==> config.mk <==
export PLATFORM = sky130hd
export DESIGN_NAME = strap_sample_led_pins
export DESIGN_NICKNAME = d
export VERILOG_FILES = /design/src/design/strap_led_pkg.sv /design/src/design/pulse_stretch.sv /design/src/design/strap_sample_led_pins.sv
export SDC_FILE = /design/constraint.sdc
export NUM_CORES = 1
export LEC_CHECK = 0
export BUFFER_PORTS_ARGS = -buffer_cell sky130_fd_sc_hd__buf_4
export CAP_MARGIN = 20
export CORE_AREA = 3 3 69 71
export CTS_CLUSTER_DIAMETER = 60
export DETAILED_ROUTE_END_ITERATION = 10
export DIE_AREA = 0 0 72 74
export GPL_TIMING_DRIVEN = 0
export PLACE_DENSITY = 0.8
export SLEW_MARGIN = 40
export SYNTH_ARGS = -nofsm -noshare
export SYNTH_HDL_FRONTEND = slang
export SYNTH_SLANG_ARGS = --single-unit
==> constraint.sdc <==
create_clock -name clk -period 3.3 [get_ports clk]
set_clock_uncertainty 0.1 [all_clocks]
set_input_delay 0.165 -clock clk [delete_from_list [all_inputs] [get_ports clk]]
set_output_delay 0.165 -clock clk [all_outputs]
set_load 0.05 [all_outputs]
==> src/design/strap_led_pkg.sv <==
package strap_led_pkg;
	// ==========================================================
	// Pin indices within the multiplexed group
	localparam int pin_count = 5;
	localparam int addr0_index = 0;
	localparam int addr1_index = 1;
	localparam int addr2_index = 2;
	localparam int addr3_index = 3;
	localparam int addr4_index = 4;

	// ==========================================================
	// Reset values
	localparam logic [4:0] addr_reset = 5'h00;
	localparam logic mode_reset = 1'h0;

	// ==========================================================
	// Timing
	localparam int clk_period_ns = 10;
	localparam int collision_hold_ms = 70;
	// Longest time rounds down
	localparam int collision_hold_cycles = (collision_hold_ms * 1000000) / clk_period_ns;

	// ==========================================================
	// Interface modes chosen by the address-1 strap and speed select
	typedef enum logic [1:0] {
		mii_10_type_v,
		mii_100_type_v,
		serial_10_type_v,
		symbol_100_type_v
	} mac_if_mode_type;

	// Pin group: input, output, output enable (low = driving)
	typedef struct packed {
		logic [4:0] level_in;
		logic [4:0] level_out;
		logic [4:0] oe_low;
	} pin_group_type;

	// Status indications feeding the LEDs; bits 1 to 4 in pin order, bit 0 (activity) drives no pin
	typedef struct packed {
		logic rx_activity;
		logic tx_activity;
		logic link_valid;
		logic collision;
		logic activity;
	} led_status_type;

	// Configuration caught from the straps
	typedef struct packed {
		logic [4:0] phy_address;
		logic stream_select;
		mac_if_mode_type mac_mode;
	} strap_config_type;
endpackage

==> src/design/pulse_stretch.sv <==
module pulse_stretch #(
	parameter int hold_cycles = 7000000
) (
	input wire logic clk,
	input wire logic rst,
	input wire logic trigger,
	output logic stretched
);
	// ==========================================================
	// Retriggerable hold counter
	logic [31:0] remaining;

	// Reloads on every trigger so a burst keeps the LED lit
	always_ff @(posedge clk or posedge rst) begin
		if (rst) begin
			remaining <= 32'h0;
		end else if (trigger) begin
			remaining <= 32'(hold_cycles);
		end else if (remaining != 32'h0) begin
			remaining <= remaining - 32'h1;
		end
	end

	assign stretched = (remaining != 32'h0);
endmodule

==> src/design/strap_sample_led_pins.sv <==
module strap_sample_led_pins #(
	parameter int collision_hold = strap_led_pkg::collision_hold_cycles
) (
	input wire logic clk,
	input wire logic rst,
	input wire logic hard_reset_low,
	input wire logic soft_reset,
	input wire logic config_priority_select,
	input wire logic speed_select_pin,
	input wire logic force_leds_on,
	input wire strap_led_pkg::led_status_type status,
	input wire logic [4:0] pin_in,
	output logic [4:0] pin_out,
	output logic [4:0] pin_oe_low,
	output strap_led_pkg::strap_config_type config_out,
	output logic sampling_done,
	output logic priority_software
);
	// ==========================================================
	// Phase tracking
	typedef enum logic [1:0] {
		in_reset_type_v,
		sampling_type_v,
		running_type_v
	} phase_type;

	phase_type phase;
	phase_type next_phase;
	logic [4:0] strap;
	logic strap_priority;
	logic collision_led;
	logic [4:0] indication;

	function automatic strap_led_pkg::mac_if_mode_type decode_mode(input logic stream,
			input logic speed);
		unique case ({stream, speed})
			2'b00: decode_mode = strap_led_pkg::mii_10_type_v;
			2'b01: decode_mode = strap_led_pkg::mii_100_type_v;
			2'b10: decode_mode = strap_led_pkg::serial_10_type_v;
			default: decode_mode = strap_led_pkg::symbol_100_type_v;
		endcase
	endfunction

	// Hard reset holds inputs; release moves to one sampling cycle
	always_comb begin
		next_phase = phase;
		unique case (phase)
			in_reset_type_v: begin
			end
			default: begin
			end
		endcase
		if (!hard_reset_low) begin
			next_phase = in_reset_type_v;
		end else if (phase == in_reset_type_v) begin
			next_phase = sampling_type_v;
		end else begin
			next_phase = running_type_v;
		end
	end

	always_ff @(posedge clk or posedge rst) begin
		if (rst) begin
			phase <= in_reset_type_v;
		end else begin
			phase <= next_phase;
		end
	end

	// ==========================================================
	// Strap capture
	// Clocked capture at reset exit; soft reset does not enter this capture logic, so it cannot resample
	always_ff @(posedge clk or posedge rst) begin
		if (rst) begin
			strap <= strap_led_pkg::addr_reset;
			strap_priority <= strap_led_pkg::mode_reset;
		end else if (phase == in_reset_type_v && hard_reset_low) begin
			strap <= pin_in;
			strap_priority <= config_priority_select;
		end
	end

	// Address straight from the straps, mode from address-1 plus speed select
	always_comb begin
		config_out.phy_address = strap;
		config_out.stream_select = strap[strap_led_pkg::addr1_index];
		config_out.mac_mode = decode_mode(strap[strap_led_pkg::addr1_index],
			speed_select_pin);
	end

	assign sampling_done = (phase == running_type_v);
	assign priority_software = strap_priority;

	// ==========================================================
	// LED drive
	pulse_stretch #(
		.hold_cycles(collision_hold)
	) collision_stretch (
		.clk(clk),
		.rst(rst),
		.trigger(status.collision),
		.stretched(collision_led)
	);

	// Indications per pin; force-on overrides for diagnostics
	always_comb begin
		indication[strap_led_pkg::addr0_index] = status.link_valid;
		indication[strap_led_pkg::addr1_index] = collision_led;
		indication[strap_led_pkg::addr2_index] = status.link_valid;
		indication[strap_led_pkg::addr3_index] = status.tx_activity;
		indication[strap_led_pkg::addr4_index] = status.rx_activity;
		if (force_leds_on) begin
			indication = 5'h1f;
		end
	end

	// Output data registered; inverted against the strap so the LED lights
	always_ff @(posedge clk or posedge rst) begin
		if (rst) begin
			pin_out <= 5'h00;
		end else begin
			pin_out <= indication ^ strap;
		end
	end

	// Turn-around: inputs until sampled, outputs after, soft reset ignored
	always_ff @(posedge clk or posedge rst) begin
		if (rst) begin
			pin_oe_low <= 5'h1f;
		end else if (next_phase == running_type_v) begin
			pin_oe_low <= 5'h00;
		end else begin
			pin_oe_low <= 5'h1f;
		end
	end
endmodule

==> results.sh <==
export IMPL_status="completed"
export IMPL_cts_buffer_depth=2
export IMPL_crit_path_end_kind="register"
export IMPL_cp_start_kind="register"
export IMPL_synth_edf_count=0
export IMPL_cts_clk_slew_worst_paths_ns=0.08
export IMPL_ant_nets=0
export IMPL_syn_to_final_growth_pct=21.7
export IMPL_n_antenna_cell=0
export IMPL_final_cell_mix="45 x dfrtp_1, 38 x buf_4, 31 x nor2_1"
export IMPL_power_density_mw_per_mm2=500
export IMPL_die_w_um=72
export IMPL_synthCells=220
export IMPL_syn_cell_area_mm2=0.00232
export IMPL_final_cell_count_no_fill=322
export IMPL_fin_area_mm2=0.00282
export IMPL_gp_congestion=0.789
export IMPL_drc_errors=0
export IMPL_clk_latency_ns=0.30
export IMPL_grt_start_max_net_pins=33
export IMPL_synthDistinctLibCells=49
export IMPL_grt_pass1_vias=1716
export IMPL_period_share_pct=83.2
export IMPL_final_common_cell="dfrtp_1"
export IMPL_ys_ff_latch=46
export IMPL_yosys_warnings=0
export IMPL_h_tree_depth=2
export IMPL_worst_pin_slew_ns=0.663
export IMPL_syn_num_nets=238
export IMPL_vdd_drop_max_uv=262
export IMPL_die_h_um=74
export IMPL_cts_resized=0
export IMPL_utilization_pct=65.7
export IMPL_numCtsBuffers=5
export IMPL_hp_class="input pin to register"
export IMPL_clock_sinks=46
export IMPL_drive_gt1_share_pct=24.4
export IMPL_critPathKind="register to register"
export IMPL_cap_violations=0
export IMPL_setup_viol=0
export IMPL_async_flop_share_pct=100
export IMPL_wl_mm=4.79
export IMPL_initial_utilization_pct=54.0
export IMPL_fmax_ghz=0.364
export IMPL_antenna_found_initial=0
export IMPL_ys_flop_type="dfrtp_1"
export IMPL_avgSynthCellArea_um2=10.5
export IMPL_drt_iter0_markers=121
export IMPL_crit_required_ns=3.39
export IMPL_fin_nets=287
export IMPL_dp_hpwl_mm=3.40
export IMPL_postPlaceCellArea_mm2=0.00266
export IMPL_setup_tns_ns=0
export IMPL_crit_fanout=10
export IMPL_slew_viol_final=0
export IMPL_track_usage_pct=19.4
export IMPL_synth_seq_area_share_pct=49.7
export IMPL_portBuffers=33
export IMPL_post_place_ws_ns=0.600
export IMPL_dieArea_mm2=0.00533
export IMPL_p_leak_nw=1.16
export IMPL_clockRootBuffer="clkbuf_8"
export IMPL_maxSlewHeadroom_pct=55.4
export IMPL_setup_ws_ns=0.554
export IMPL_period_minus_slack_ns=2.75
export IMPL_hold_viol_final=0
export IMPL_pin_count=37
export IMPL_report_power_total_mw=1.41
export IMPL_cts_tree="built"
export IMPL_dp_cells=306
export IMPL_drtPass1Iterations=4
export IMPL_grt_pass1_wl_mm=8.02
export IMPL_arrival_ns=2.84
export IMPL_grt_ovfl_total=0
export IMPL_vias_per_cell=5.65
export IMPL_rsz0062_at_grt="false"
export IMPL_wl_per_cell_um=14.9
export IMPL_core_mm2=0.00429
export IMPL_vias=1819
export IMPL_fp_row_count=24
export IMPL_whs_ns=0.0181
-- area by class of cell --
type	instances	area, um2
Clock inverter	2	10.0
Multi-Input combinational cell	151	1050
Tap cell	52	65.1
Buffer	17	93.8
Fill cell	335	1470
Clock buffer	6	72.6
Sequential cell	46	1150
Inverter	6	25.0
Timing Repair Buffer	42	348
-- cell families (layout without fill, tap and decap cells) --
logic type,Yosys count,in the layout,synth area share (%)
adders and majority gates,1,1,0.540
muxes,7,7,3.35
buffers and inverters,23,73,5.02
AOI/OAI and AO/OA,34,34,11.8
xor gates and xnor gates,25,25,9.45
and+or+nand+nor,84,84,20.1
DFF,46,46,49.7
-- worst max-delay path, stage by stage, from the launching register on --
cell and delay, ns:
dfrtp_1 0.41, or4_1 0.52, buf_2 0.17, nor3_1 0.45
buf_2 0.35, nand3_2 0.22, a311o_1 0.41
-- flip-flops by register name (all words and copies together), names as in the netlist --
| signal | cells |
|---|---|
| collision_stretch.remaining | 32 |
| phase | 2 |
| pin_oe_low | 1 |
| pin_out | 5 |
| priority_software | 1 |
| strap | 5 |
-- per-layer routing --
layer	up-vias	track usage (%)	wire, um	part of all wire (%)
met5	-	0	0	0
met1	900	25.1	2230	47
met4	0	6.26	63	1.3
li1	886	-	-	-
met3	6	4.46	130	2.7
met2	27	32.6	2360	49
-- path summary, 6_finish.rpt --
kind | startpoint | to | slack (ns) | cells past startpoint
max in group asynchronous | rst | pin_oe_low[3] | 2.38 | 4
min in group asynchronous | rst | collision_stretch.remaining[26] | 0.23 | 3
max reg2reg | collision_stretch.remaining[24] | collision_stretch.remaining[6] | 0.55 | 6
min reg2reg | strap[2] | pin_out[2] | 0.40 | 1
max | collision_stretch.remaining[24] | collision_stretch.remaining[6] | 0.55 | 6
min | status[1] | collision_stretch.remaining[17] | 0.02 | 2
-- where the power goes --
part / internal, mW / total [mW] / leakage, nW / switching, mW
clock: 0.147 / 0.331 / 0.0450 / 0.184
combinational: 0.150 / 0.418 / 0.569 / 0.267
sequential: 0.618 / 0.662 / 0.544 / 0.0438
total: 0.916 / 1.41 / 1.16 / 0.495
-- synth_stat cells (4+ instances only) --
| library cell | instances | area [um2] |
|---|---|---|
| clkbuf_1 | 8 | 30.0 |
| a21oi_1 | 4 | 20.0 |
| nand2b_1 | 5 | 31.3 |
| xor2_1 | 7 | 61.3 |
| xnor2_1 | 18 | 158 |
| or3_1 | 5 | 31.3 |
| mux2_2 | 6 | 67.6 |
| buf_4 | 5 | 37.5 |
| dfrtp_1 | 45 | 1130 |
| nor3_1 | 12 | 60.1 |
| nor2_1 | 31 | 116 |
| a311oi_1 | 5 | 43.8 |
| inv_1 | 6 | 22.5 |
-- what timing repair did --
action	4_1_cts	5_1_grt
hold buffers	8	0
setup buffers	0	0
endpoints found under the hold margin	53	0
Note: power is estimated with default switching activity, not from simulation.
